===== config.mk =====
export PLATFORM = sky130hd
export DESIGN_NAME = hw_xfer
export DESIGN_NICKNAME = d
export VERILOG_FILES = /design/src/design/hw_xfer.v /design/src/design/hw_extend.v
export VERILOG_INCLUDE_DIRS = /design/src /design/src/design
export SDC_FILE = /design/constraint.sdc
export NUM_CORES = 1
export LEC_CHECK = 0
export BUFFER_PORTS_ARGS = -buffer_cell sky130_fd_sc_hd__buf_2
export CELL_PAD_IN_SITES_DETAIL_PLACEMENT = 1
export CELL_PAD_IN_SITES_GLOBAL_PLACEMENT = 2
export CORE_ASPECT_RATIO = 0.9
export CORE_MARGIN = 4
export CORE_UTILIZATION = 32
export CTS_BUF_LIST = sky130_fd_sc_hd__clkbuf_16
export DETAILED_ROUTE_END_ITERATION = 10
export HOLD_SLACK_MARGIN = 0.03
export PLACE_DENSITY = 0.88
export SLEW_MARGIN = 20
export SYNTH_ARGS = -nofsm -noshare
export SYNTH_HDL_FRONTEND = slang
export SYNTH_SLANG_ARGS = --single-unit

===== constraint.sdc =====
create_clock -name clk_i -period 10.5 [get_ports clk_i]
set_input_delay 1.575 -clock clk_i [delete_from_list [all_inputs] [get_ports clk_i]]
set_output_delay 1.575 -clock clk_i [all_outputs]
set_load 0.1 [all_outputs]

===== src/design/hw_xfer_consts.vh =====
// Purpose: Constants for the halfword and signed transfer unit
// Assumes: 32-bit instruction and data words
// Notes:   Field positions follow the instruction encoding
`ifndef HW_XFER_CONSTS_VH
`define HW_XFER_CONSTS_VH
`define F_COND_HI      31
`define F_COND_LO      28
`define F_PRE          24
`define F_UP           23
`define F_IMM          22
`define F_WB           21
`define F_LOAD         20
`define F_BASE_HI      19
`define F_BASE_LO      16
`define F_DST_HI       15
`define F_DST_LO       12
`define F_IMMH_HI      11
`define F_IMMH_LO      8
`define F_SIGN         6
`define F_HALF         5
`define F_OFFS_HI      3
`define F_OFFS_LO      0
`define PC_INDEX       4'hF
`define PC_BASE_ADJ    32'h00000008
`define PC_STORE_ADJ   32'h0000000C
`define DATA_RESET     32'h00000000
`endif


===== src/design/hw_xfer.v =====
// Purpose: Halfword and signed data transfer execution sequencer
// Assumes: Register file outside; operands arrive with the start pulse
// Notes:   Condition pass is evaluated outside and given as cond_pass_i
`timescale 1ns/100ps
`default_nettype none
`include "hw_xfer_consts.vh"
module hw_xfer (
  // Clock and reset
  input  wire        clk_i,
  input  wire        rst_i,
  // Instruction issue
  input  wire        start_i,
  input  wire [31:0] instr_i,
  input  wire        cond_pass_i,
  input  wire [31:0] instr_addr_i,
  input  wire [31:0] base_val_i,
  input  wire [31:0] offset_val_i,
  input  wire [31:0] src_val_i,
  // Memory side
  input  wire [31:0] mem_rdata_i,
  input  wire        abort_i,
  input  wire        endian_select_i,
  output reg  [31:0] mem_addr_o,
  output reg  [31:0] mem_wdata_o,
  output reg         mem_req_o,
  output reg         mem_write_o,
  output reg         mem_seq_o,
  output reg         mem_half_o,
  // Register writes
  output reg         dst_we_o,
  output reg  [3:0]  dst_idx_o,
  output reg  [31:0] dst_val_o,
  output reg         base_we_o,
  output reg  [3:0]  base_idx_o,
  output reg  [31:0] base_val_o,
  // Status
  output reg         busy_o,
  output reg         done_o,
  output reg         data_abort_o
);
  ////////////////////////////////////////////////////////////////////
  localparam S_IDLE  = 3'h0;
  localparam S_ADDR  = 3'h1;
  localparam S_DATA  = 3'h2;
  localparam S_INT   = 3'h3;
  localparam S_PC1   = 3'h4;
  localparam S_PC2   = 3'h5;
  localparam S_STORE = 3'h6;

  // Abort is from the memory manager, treated as same-clock logic
  function [31:0] apply_offset;
    input [31:0] base;
    input [31:0] offs;
    input        up;
    begin
      apply_offset = up ? base + offs : base - offs;
    end
  endfunction

  reg  [2:0]  state;
  reg  [31:0] ir;
  reg  [31:0] base_eff;
  reg  [31:0] offs_eff;
  reg  [31:0] store_src;
  reg  [31:0] load_val;
  reg         aborted;
  wire [31:0] ext_val;
  wire [31:0] start_base;
  wire [31:0] start_offs;
  wire [31:0] new_base;
  wire [31:0] xfer_addr;
  wire        is_load;
  wire        wants_wb;
  wire        to_pc;

  assign start_base = (instr_i[`F_BASE_HI:`F_BASE_LO] == `PC_INDEX) ?
                      instr_addr_i + `PC_BASE_ADJ : base_val_i;
  assign start_offs = instr_i[`F_IMM] ?
                      {24'h000000, instr_i[`F_IMMH_HI:`F_IMMH_LO],
                       instr_i[`F_OFFS_HI:`F_OFFS_LO]} : offset_val_i;
  assign new_base  = apply_offset(base_eff, offs_eff, ir[`F_UP]);
  assign xfer_addr = ir[`F_PRE] ? new_base : base_eff;
  assign is_load   = ir[`F_LOAD];
  // Post-indexed always writes back; pre only with writeback bit
  assign wants_wb  = !ir[`F_PRE] | ir[`F_WB];
  assign to_pc     = ir[`F_DST_HI:`F_DST_LO] == `PC_INDEX;

  hw_extend u_ext (
    .bus_i           (mem_rdata_i),
    .addr_i          (mem_addr_o[1:0]),
    .endian_select_i (endian_select_i),
    .sign_i          (ir[`F_SIGN]),
    .half_i          (ir[`F_HALF]),
    .value_o         (ext_val)
  );

  ////////////////////////////////////////////////////////////////////
  always @(posedge clk_i or posedge rst_i) begin
    if (rst_i) begin
      state        <= S_IDLE;
      ir           <= `DATA_RESET;
      base_eff     <= `DATA_RESET;
      offs_eff     <= `DATA_RESET;
      store_src    <= `DATA_RESET;
      load_val     <= `DATA_RESET;
      aborted      <= 1'b0;
      mem_addr_o   <= `DATA_RESET;
      mem_wdata_o  <= `DATA_RESET;
      mem_req_o    <= 1'b0;
      mem_write_o  <= 1'b0;
      mem_seq_o    <= 1'b0;
      mem_half_o   <= 1'b0;
      dst_we_o     <= 1'b0;
      dst_idx_o    <= 4'h0;
      dst_val_o    <= `DATA_RESET;
      base_we_o    <= 1'b0;
      base_idx_o   <= 4'h0;
      base_val_o   <= `DATA_RESET;
      busy_o       <= 1'b0;
      done_o       <= 1'b0;
      data_abort_o <= 1'b0;
    end else begin
      dst_we_o     <= 1'b0;
      base_we_o    <= 1'b0;
      done_o       <= 1'b0;
      data_abort_o <= 1'b0;
      case (state)
        S_IDLE: begin
          mem_req_o <= 1'b0;
          if (start_i) begin
            if (cond_pass_i) begin
              ir        <= instr_i;
              base_eff  <= start_base;
              offs_eff  <= start_offs;
              store_src <= (instr_i[`F_DST_HI:`F_DST_LO] == `PC_INDEX) ?
                           instr_addr_i + `PC_STORE_ADJ : src_val_i;
              aborted   <= 1'b0;
              busy_o    <= 1'b1;
              state     <= S_ADDR;
            end else begin
              done_o <= 1'b1;
            end
          end
        end
        S_ADDR: begin
          // First cycle: address computation, non-sequential access issued
          mem_addr_o  <= xfer_addr;
          mem_req_o   <= 1'b1;
          mem_seq_o   <= 1'b0;
          mem_half_o  <= ir[`F_HALF];
          // Signed store is illegal; treated as load to stay safe
          mem_write_o <= !is_load && !ir[`F_SIGN];
          mem_wdata_o <= {store_src[15:0], store_src[15:0]};
          // Base update lands in the first cycle, as the abort handler expects
          if (wants_wb) begin
            base_we_o  <= 1'b1;
            base_idx_o <= ir[`F_BASE_HI:`F_BASE_LO];
            base_val_o <= new_base;
          end
          state <= (!is_load && !ir[`F_SIGN]) ? S_STORE : S_DATA;
        end
        S_STORE: begin
          // Second N cycle: data driven, abort sampled
          mem_req_o   <= 1'b0;
          mem_write_o <= 1'b0;
          if (abort_i)
            data_abort_o <= 1'b1;
          done_o <= 1'b1;
          busy_o <= 1'b0;
          state  <= S_IDLE;
        end
        S_DATA: begin
          // Data cycle; odd halfword addresses give lane garbage
          mem_req_o   <= 1'b0;
          mem_write_o <= 1'b0;
          load_val    <= ext_val;
          aborted     <= abort_i;
          state       <= S_INT;
        end
        S_INT: begin
          // Internal cycle writes the destination unless aborted
          if (aborted) begin
            data_abort_o <= 1'b1;
            done_o       <= 1'b1;
            busy_o       <= 1'b0;
            state        <= S_IDLE;
          end else begin
            dst_we_o  <= 1'b1;
            dst_idx_o <= ir[`F_DST_HI:`F_DST_LO];
            dst_val_o <= load_val;
            if (to_pc) begin
              // Refill: N then S fetches at the new target
              mem_addr_o <= load_val;
              mem_req_o  <= 1'b1;
              mem_seq_o  <= 1'b0;
              state      <= S_PC1;
            end else begin
              done_o <= 1'b1;
              busy_o <= 1'b0;
              state  <= S_IDLE;
            end
          end
        end
        S_PC1: begin
          mem_addr_o <= mem_addr_o + 32'h00000004;
          mem_seq_o  <= 1'b1;
          state      <= S_PC2;
        end
        default: begin
          mem_req_o <= 1'b0;
          mem_seq_o <= 1'b0;
          done_o    <= 1'b1;
          busy_o    <= 1'b0;
          state     <= S_IDLE;
        end
      endcase
    end
  end
endmodule
`default_nettype wire


===== src/design/hw_extend.v =====
// Purpose: Lane select and zero or sign extension of loaded data
// Assumes: Combinational, used by the transfer sequencer
// Notes:   Odd halfword addresses give whatever lanes fall out
`timescale 1ns/100ps
`default_nettype none
module hw_extend (
  // Data and address
  input  wire [31:0] bus_i,
  input  wire [1:0]  addr_i,
  // Mode
  input  wire        endian_select_i,
  input  wire        sign_i,
  input  wire        half_i,
  // Result
  output reg  [31:0] value_o
);
  reg [7:0]  byte_sel;
  reg [15:0] half_sel;
  always @* begin
    // Big endian mirrors the lane index
    if (endian_select_i) begin
      case (addr_i)
        2'h0: byte_sel = bus_i[31:24];
        2'h1: byte_sel = bus_i[23:16];
        2'h2: byte_sel = bus_i[15:8];
        default: byte_sel = bus_i[7:0];
      endcase
      half_sel = addr_i[1] ? bus_i[15:0] : bus_i[31:16];
    end else begin
      case (addr_i)
        2'h0: byte_sel = bus_i[7:0];
        2'h1: byte_sel = bus_i[15:8];
        2'h2: byte_sel = bus_i[23:16];
        default: byte_sel = bus_i[31:24];
      endcase
      half_sel = addr_i[1] ? bus_i[31:16] : bus_i[15:0];
    end
    if (!half_i)
      value_o = {{24{byte_sel[7]}}, byte_sel};
    else if (sign_i)
      value_o = {{16{half_sel[15]}}, half_sel};
    else
      value_o = {16'h0000, half_sel};
  end
endmodule
`default_nettype wire


==> PnR_summary.wiki, run 1 <==
{| class="wikitable"
! Metric !! Value
|-
| Filler cell count || 5332
|-
| Clock period minus final worst setup slack || 4742 ps
|-
| Number of nets in the finished design || 2122
|-
| Number of library cell types mapped by synthesis || 75
|-
| Crit path buffers/inverters || 1
|-
| Arithmetic-cell share of the synthesized area counting full adders, half adders and majority gates || under 10%
|-
| Most used cells in the layout excluding fill and tap cells || buf_2, nand2_1, dfrtp_1
|-
| Dominant delay contributor by cell family on the critical path || simple AND/OR/NAND/NOR gates
|-
| Share of synthesized flip-flops with an asynchronous set or reset || 100.0%
|-
| Drt initial violations || 714
|-
| HPWL after DPL || 39980 µm
|-
| Number of rows created at floorplan || 73
|-
| Worst slack, placed || roughly 5700 ps
|-
| Routed wire length per instance || approximately 20 µm
|-
| Final Hold Violating Endpoints || 0
|-
| Worst skew pair latency || 570 ps
|-
| Syn Nets || 1881
|-
| Gate count after technology mapping || 1643
|-
| Die outline area || 48580 µm²
|-
| Number of violations of the max-capacitance limit || 0
|-
| Critical Setup Path Class || reg -> reg
|-
| Sinks on the clock net || 229
|-
| Gr usage total || 20.33%
|-
| Element type at the critical path start || flop
|-
| Number of buffers added for setup after CTS || 0
|-
| Largest net degree at the start of global routing || 113
|-
| Required arrival time at the worst endpoint || 10940 ps
|-
| Worst endpoint data arrival time || 5190 ps
|-
| Number of warnings printed during yosys synthesis || 0
|-
| Average size of a mapped cell || 8.787 µm²
|-
| Multiplexer area fraction after synthesis || 10.25%
|-
| Setup skew after layout || 17.76 ps
|-
| Final Max Slew Viols || 0
|-
| Clock slew at the register clock pins of the worst setup and hold paths || 60 ps
|-
| Max Root-Sink Buffers || 3
|-
| Global placer's final weighted congestion || about 0.87
|-
| Via count of the first global-routing pass || 13470
|-
| Final setup slack of the worst path || 5758 ps
|-
| Quantity of hold-fixing buffers added after cts || 0
|-
| Cell-by-cell trace of the critical path || or4_4 -> nor4_1 -> and3_1 -> a31o_2 -> o21a_1 -> a21oi_1 -> xor2_1 -> ha_1 -> inv_1 -> o21bai_1 -> a2111oi_0 -> nor3_1 -> a211oi_1 -> xnor2_1 -> mux2_2
|-
| RSZ-0062 raised after global routing || no
|-
| Drt first pass iters || 4
|-
| Synth-to-Final Area Change || 20.11%
|-
| Final setup TNS || 0 ps
|-
| Worst slew pin tran || 1101 ps
|-
| Clock buffers created by TritonCTS || 28
|-
| Overall die width || 231.9 µm
|-
| Fraction of final layout cells with drive strength greater than 1 || 25.34%
|-
| Fraction of synthesized cell area in xor and xnor cells || 6.856%
|-
| Count of cells resized by post-cts repair || 0
|-
| Worst hold-check path type || reg -> reg
|-
| Final setup fails || 0
|-
| Number of flip-flops and latches in the synthesized netlist || between 200 and 250
|-
| Rel. slew slack || around a quarter
|-
| Synthesized-area fraction occupied by ao, oa, aoi and oai cells || 16.92%
|-
| Cell Area, Synth || 14440 µm²
|-
| Root buffer cell || clkbuf_16
|-
| Critical path's slowest cell || or4_4
|-
| Area of the placeable core || approximately 44000 µm²
|-
| Final cycle utilization of the critical path || 45.16%
|-
| Post-Route Hold Slack || 471.9 ps
|-
| Remaining global-route overflow || 0
|-
| Worst path max stage delay || 570 ps
|-
| TritonCTS clock tree || built
|-
| Worst setup EP type || flop
|-
| EDFF count, synth || 0
|-
| Simple-gate share of the synthesized area || 17.94%
|-
| Total via count after detailed routing || 12979
|-
| Most common library cell in the layout ignoring fill and taps || buf_2
|-
| Number of I/O pins || 343
|-
| Number of design rule violations left after detail routing || 0
|-
| Detailed Route WL || between 50000 and 60000 µm
|-
| Initial cell density of the core || 32.52%
|-
| Peak Freq || 210.9 MHz
|-
| Antenna viol nets, final || 0
|-
| Mean number of vias per cell || slightly above 5
|-
| H-tree depth || 1
|-
| Count of input and output buffers || 317
|-
| Number of antenna violations at the first check in global routing || 5
|-
| Largest family of logic cells by synthesized area || simple AND/OR/NAND/NOR gates
|-
| Global-route wire length before repair || 78850 µm
|-
| Top flip-flop cell by instance count after synthesis || dfrtp_1
|-
| Run status || finished, final reports clean
|-
| Part of the Yosys area used for sequential elements || ~40%
|-
| Critical path fanouts, max || 8
|-
| DIE HEIGHT || between 200 and 250 µm
|}
-- worst paths after layout --
| kind | cells after the start | start | endpoint | slack [ps] |
|---|---|---|---|---|
| min in group asynchronous | 2 | rst_i | ir[17]$_DFFE_PP0P_ | 1130 |
| worst min-delay path | 2 | store_src[6]$_DFFE_PP0P_ | mem_wdata_o[22]$_DFFE_PP0P_ | 470 |
| worst min register to register | 2 | store_src[6]$_DFFE_PP0P_ | mem_wdata_o[22]$_DFFE_PP0P_ | 470 |
| max in group asynchronous | 4 | rst_i | mem_addr_o[29]$_DFFE_PP0P_ | 7210 |
| worst max-delay path | 15 | offs_eff[6]$_DFFE_PP0P_ | base_val_o[30]$_DFFE_PP0P_ | 5760 |
| worst max register to register | 15 | offs_eff[6]$_DFFE_PP0P_ | base_val_o[30]$_DFFE_PP0P_ | 5760 |
-- cell type report --
| class | count | area, µm² | share of cell area [%] |
|---|---|---|---|
| multi-input cells | 1261 | 8039 | 46.36 |
| flip-flops and latches | 229 | 5731 | 33.05 |
| repair buffers | 333 | 1707 | 9.843 |
| well taps | 600 | 750.7 | 4.330 |
| clock buffers | 28 | 700.7 | 4.041 |
| clock inverters | 24 | 280.3 | 1.616 |
| inverters | 31 | 123.9 | 0.7144 |
| diodes | 3 | 7.507 | 0.04330 |
-- Yosys cell counts (30+ instances only) --
library cell  count  area, µm²
a21oi_1         134      670.6
buf_4            31      232.7
ha_1             39      488.0
nand2b_1         30      187.7
o21ai_0         157      785.8
xor2_1           60      525.5
mux2i_1          32      320.3
nand2_1         234      878.3
clkbuf_1         75      281.5
nor2_1          158      593.1
xnor2_1          53      464.2
dfrtp_1         229       5731
mux2_2           71      799.5
nand3_1          45      225.2
-- worst min-delay path, delay by kind of cell, from the launching register on --
| family | cells | cell delay [ps] |
|---|---|---|
| AND/OR/NAND/NOR | 2 | 100 |
| flip-flops | 1 | 340 |
-- routing by layer --
| layer | up-vias | global-route usage (%) | wire, µm |
|---|---|---|---|
| met5 | - | 0 | 22 |
| met4 | 4 | 5.627 | 1316 |
| met3 | 76 | 2.321 | 2169 |
| met2 | 292 | 32.67 | 23310 |
| met1 | 6342 | 29.10 | 24370 |
| li1 | 6265 | - | - |
-- registers in the layout, summed over array words and instances, names as in the netlist, 3 cells and up --
register and cells:
ir 14, dst_idx_o 4, state 3, offs_eff 32, load_val 17, mem_wdata_o 16
store_src 16, base_idx_o 4, base_eff 32, dst_val_o 17, mem_addr_o 32, base_val_o 32
-- logic make-up after synthesis --
kind of cell / count (synthesis)
AO/OA/AOI/OAI: 413
XOR/XNOR: 113
adder cells (fa/ha/maj): 40
buffers and inverters: 153
flip-flops: 229
multiplexers: 119
AND/OR/NAND/NOR: 576
-- per-stage QoR --
step | util [%] | cells | cell area, µm²
2_1_floorplan | - | 1643 | 14440
5_1_grt | 39.06 | 2509 | 17340
4_1_cts | 39.03 | 2506 | 17330
3_5_place_dp | 36.82 | 2454 | 16350
6_report | 39.06 | 2509 | 17340
3_3_place_gp | 36.82 | 2454 | 16350
Power of run 1 is left out: the tool's default activity adds up to more than one toggle a clock period on the data nets, which glitch-free logic cannot reach.
==> run 2, diff against run 1 <==
Settings changed: CORE_UTILIZATION 32 to 29, PLACE_DENSITY 0.88 to 0.85.
Clock period 10.5 ns to 3.8 ns, I/O delays scaled along.
==> run 2 against run 1 <==
Effect of this change: the run now ends with negative setup slack left; die area up 10%; sequential share of layout area down 2.7 points; worst hold slack worse by 290 ps; register-to-register slack worse by 5900 ps; count of clock-buffer cells in the layout down 1; fmax up 20%; setup slack worse by 5900 ps; sequential cell count unchanged; critical path depth up 2.
==> PnR_summary.wiki, run 2 (synthesis gave the netlist of run 1 again) <==
{| class="wikitable"
! Metric !! Value
|-
| Final setup TNS || -1221 ps (-1221 ps)
|-
| Required arrival time at the worst endpoint || 4290 ps (-6650 ps)
|-
| Synth-to-Final Area Change || 30.73%
|-
| Violations in the final reports || negative setup slack
|-
| Fraction of final layout cells with drive strength greater than 1 || 34.45% (+9.1 points)
|-
| Post-Route Hold Slack || 180.1 ps (-291.9 ps)
|-
| Global-route wire length before repair || 84290 µm (+6.9%)
|-
| Worst slew pin tran || 1042 ps (-59.35 ps)
|-
| DIE HEIGHT || 219.7 µm (+4.9%)
|-
| Number of design rule violations left after detail routing || 0 (unchanged)
|-
| Final cycle utilization of the critical path || 104.3% (+59 points)
|-
| Most used cells in the layout excluding fill and tap cells || buf_2, nand2_1, dfrtp_1
|-
| Number of I/O pins || 343 (unchanged)
|-
| Final setup slack of the worst path || -162.4 ps (-5920 ps)
|-
| TritonCTS clock tree || built
|-
| Overall die width || 243.2 µm (+4.9%)
|-
| Launching point of the worst reg2reg path || offs_eff[6]$_DFFE_PP0P_
|-
| Worst flop-to-flop path endpoint || mem_addr_o[28]$_DFFE_PP0P_
|-
| Quantity of hold-fixing buffers added after cts || 0 (unchanged)
|-
| Final setup fails || 14 (+14)
|-
| Initial cell density of the core || 29.38% (-3.1 points)
|-
| Clock slew at the register clock pins of the worst setup and hold paths || 60 ps (about the same)
|-
| Depth of the most critical reg-to-reg path || 17 (+2)
|-
| Most common library cell in the layout ignoring fill and taps || buf_2
|-
| Run status || finished, violations left
|-
| Detailed Route WL || 55000 µm (+7.5%)
|-
| Worst endpoint data arrival time || 4450 ps (-740 ps)
|-
| Rel. slew slack || 30.36% (+4.0 points)
|-
| Die outline area || 53420 µm² (+10%)
|-
| Antenna viol nets, final || 0 (unchanged)
|-
| Clock period minus final worst setup slack || 3962 ps (-779.8 ps)
|-
| Number of nets in the finished design || 2244 (+5.7%)
|-
| RSZ-0062 raised after global routing || yes
|-
| Number of violations of the max-capacitance limit || 0 (unchanged)
|-
| Worst setup EP type || flop
|-
| Count of input and output buffers || 317 (unchanged)
|-
| Worst skew pair latency || 560 ps (about the same)
|-
| Placement Cell Area || 17200 µm² (+5.2%)
|-
| Routed wire length per instance || 20.69 µm (+1.4%)
|-
| Setup skew after layout || 9.429 ps (-8.329 ps)
|-
| Finished Cell Area || 18870 µm² (+8.8%)
|-
| Max Root-Sink Buffers || 3 (unchanged)
|-
| Mean number of vias per cell || 5.091 (-1.6%)
|-
| Critical Setup Path Class || reg -> reg
|-
| Worst hold-check path type || in -> async
|-
| R2R setup slack || -160 ps (-5920 ps)
|-
| Drt first pass iters || 5 (+1)
|-
| Peak Freq || 252.4 MHz (+20%)
|-
| Remaining global-route overflow || 0 (unchanged)
|-
| Final Max Slew Viols || 0 (unchanged)
|-
| Root buffer cell || clkbuf_16
|-
| Number of rows created at floorplan || 77 (+5.5%)
|-
| Drt initial violations || 706 (-1.1%)
|-
| Clock buffers created by TritonCTS || 27 (-3.6%)
|-
| Global placer's final weighted congestion || 0.8451 (-2.5%)
|-
| Sinks on the clock net || 229 (unchanged)
|-
| Element type at the critical path start || flop
|-
| Critical path fanouts, max || 4 (-4)
|-
| HPWL after DPL || 42410 µm (+6.1%)
|-
| Gr usage total || 19.76% (-0.57 points)
|-
| Final Hold Violating Endpoints || 0 (unchanged)
|-
| H-tree depth || 1 (unchanged)
|-
| Area of the placeable core || 49130 µm² (+11%)
|-
| Total via count after detailed routing || 13531 (+4.3%)
|-
| Via count of the first global-routing pass || 14336 (+6.4%)
|-
| Largest net degree at the start of global routing || 115 (+1.8%)
|-
| Number of antenna violations at the first check in global routing || 5 (unchanged)
|}
[run 2: cell count changes in the layout (fill, tap and decap cells not counted), moves of 5 or more]
cell and delta:
buf_6 +15, nor2_1 -8, o21ai_1 +13, a21oi_2 +22, o21ai_2 +9, o21ai_0 -24
nand2_1 -5, xnor2_1 -8, nor2_2 +6, xnor2_2 +8, a21oi_1 -23, buf_4 +104
[run 2: repair_timing]
action	CTS	global route
pin swaps	62	54
gates resized for setup	90	68
setup buffers	18	9
setup endpoints to repair	23	35
[run 2: metrics by stage]
step	instances	setup slack (ps)	utilization [%]
final	2658	-162.4	38.41
after global routing	2656	-348.6	38.40
after CTS	2648	-141.7	37.72
after detailed placement	2586	-405.1	35.00
after global placement	2586	-309.1	35.00
after floorplan	1643	-30.88	-
[run 2: cell type report]
class	instances	area, µm²
antenna	3	7.507
timing repair buffer	456	2736
sequential	229	5731
clock inverter	19	180.2
inverter	31	120.1
clock buffer	27	675.6
fill	5765	30260
multi-input combinational	1261	8632
tap	632	790.8
[run 2: worst max path at each step]
stage                     slack, ps  depth (start not counted)                     from                         end
final                          -160                         17  offs_eff[6]$_DFFE_PP0P_  mem_addr_o[28]$_DFFE_PP0P_
after global routing           -350                         17  offs_eff[6]$_DFFE_PP0P_  mem_addr_o[28]$_DFFE_PP0P_
after CTS                      -140                         18  offs_eff[6]$_DFFE_PP0P_  mem_addr_o[31]$_DFFE_PP0P_
after detailed placement       -410                         16  offs_eff[4]$_DFFE_PP0P_  base_val_o[30]$_DFFE_PP0P_
after global placement         -310                         17  offs_eff[4]$_DFFE_PP0P_  base_val_o[30]$_DFFE_PP0P_
after floorplan                 -30                         17  offs_eff[4]$_DFFE_PP0P_  base_val_o[30]$_DFFE_PP0P_
[run 2: worst max-delay path, cell delays in order (launching register included)]
cell      delay (ps)
dfrtp_1          380
or4_4            580
nor4b_4          300
and2_4           230
nand2_4           60
nor2_4           100
nor2_1            60
xor2_1           150
ha_1             350
a21oi_2          220
buf_4            150
o21a_1           140
o221ai_2         100
a21o_1           190
a311o_1          370
mux2i_2          270
nand2_1          100
a21oi_1          120
[run 2: per-layer routing]
layer	share of wire [%]	vias up	wire length (µm)	global-route usage, %
met2	47	319	25980	33.28
li1	-	6519	-	-
met5	0.025	-	14	0
met1	46	6611	25110	27.09
met4	2.2	4	1212	4.405
met3	4.9	78	2689	2.884
Power of run 2 is left out for the same reason.
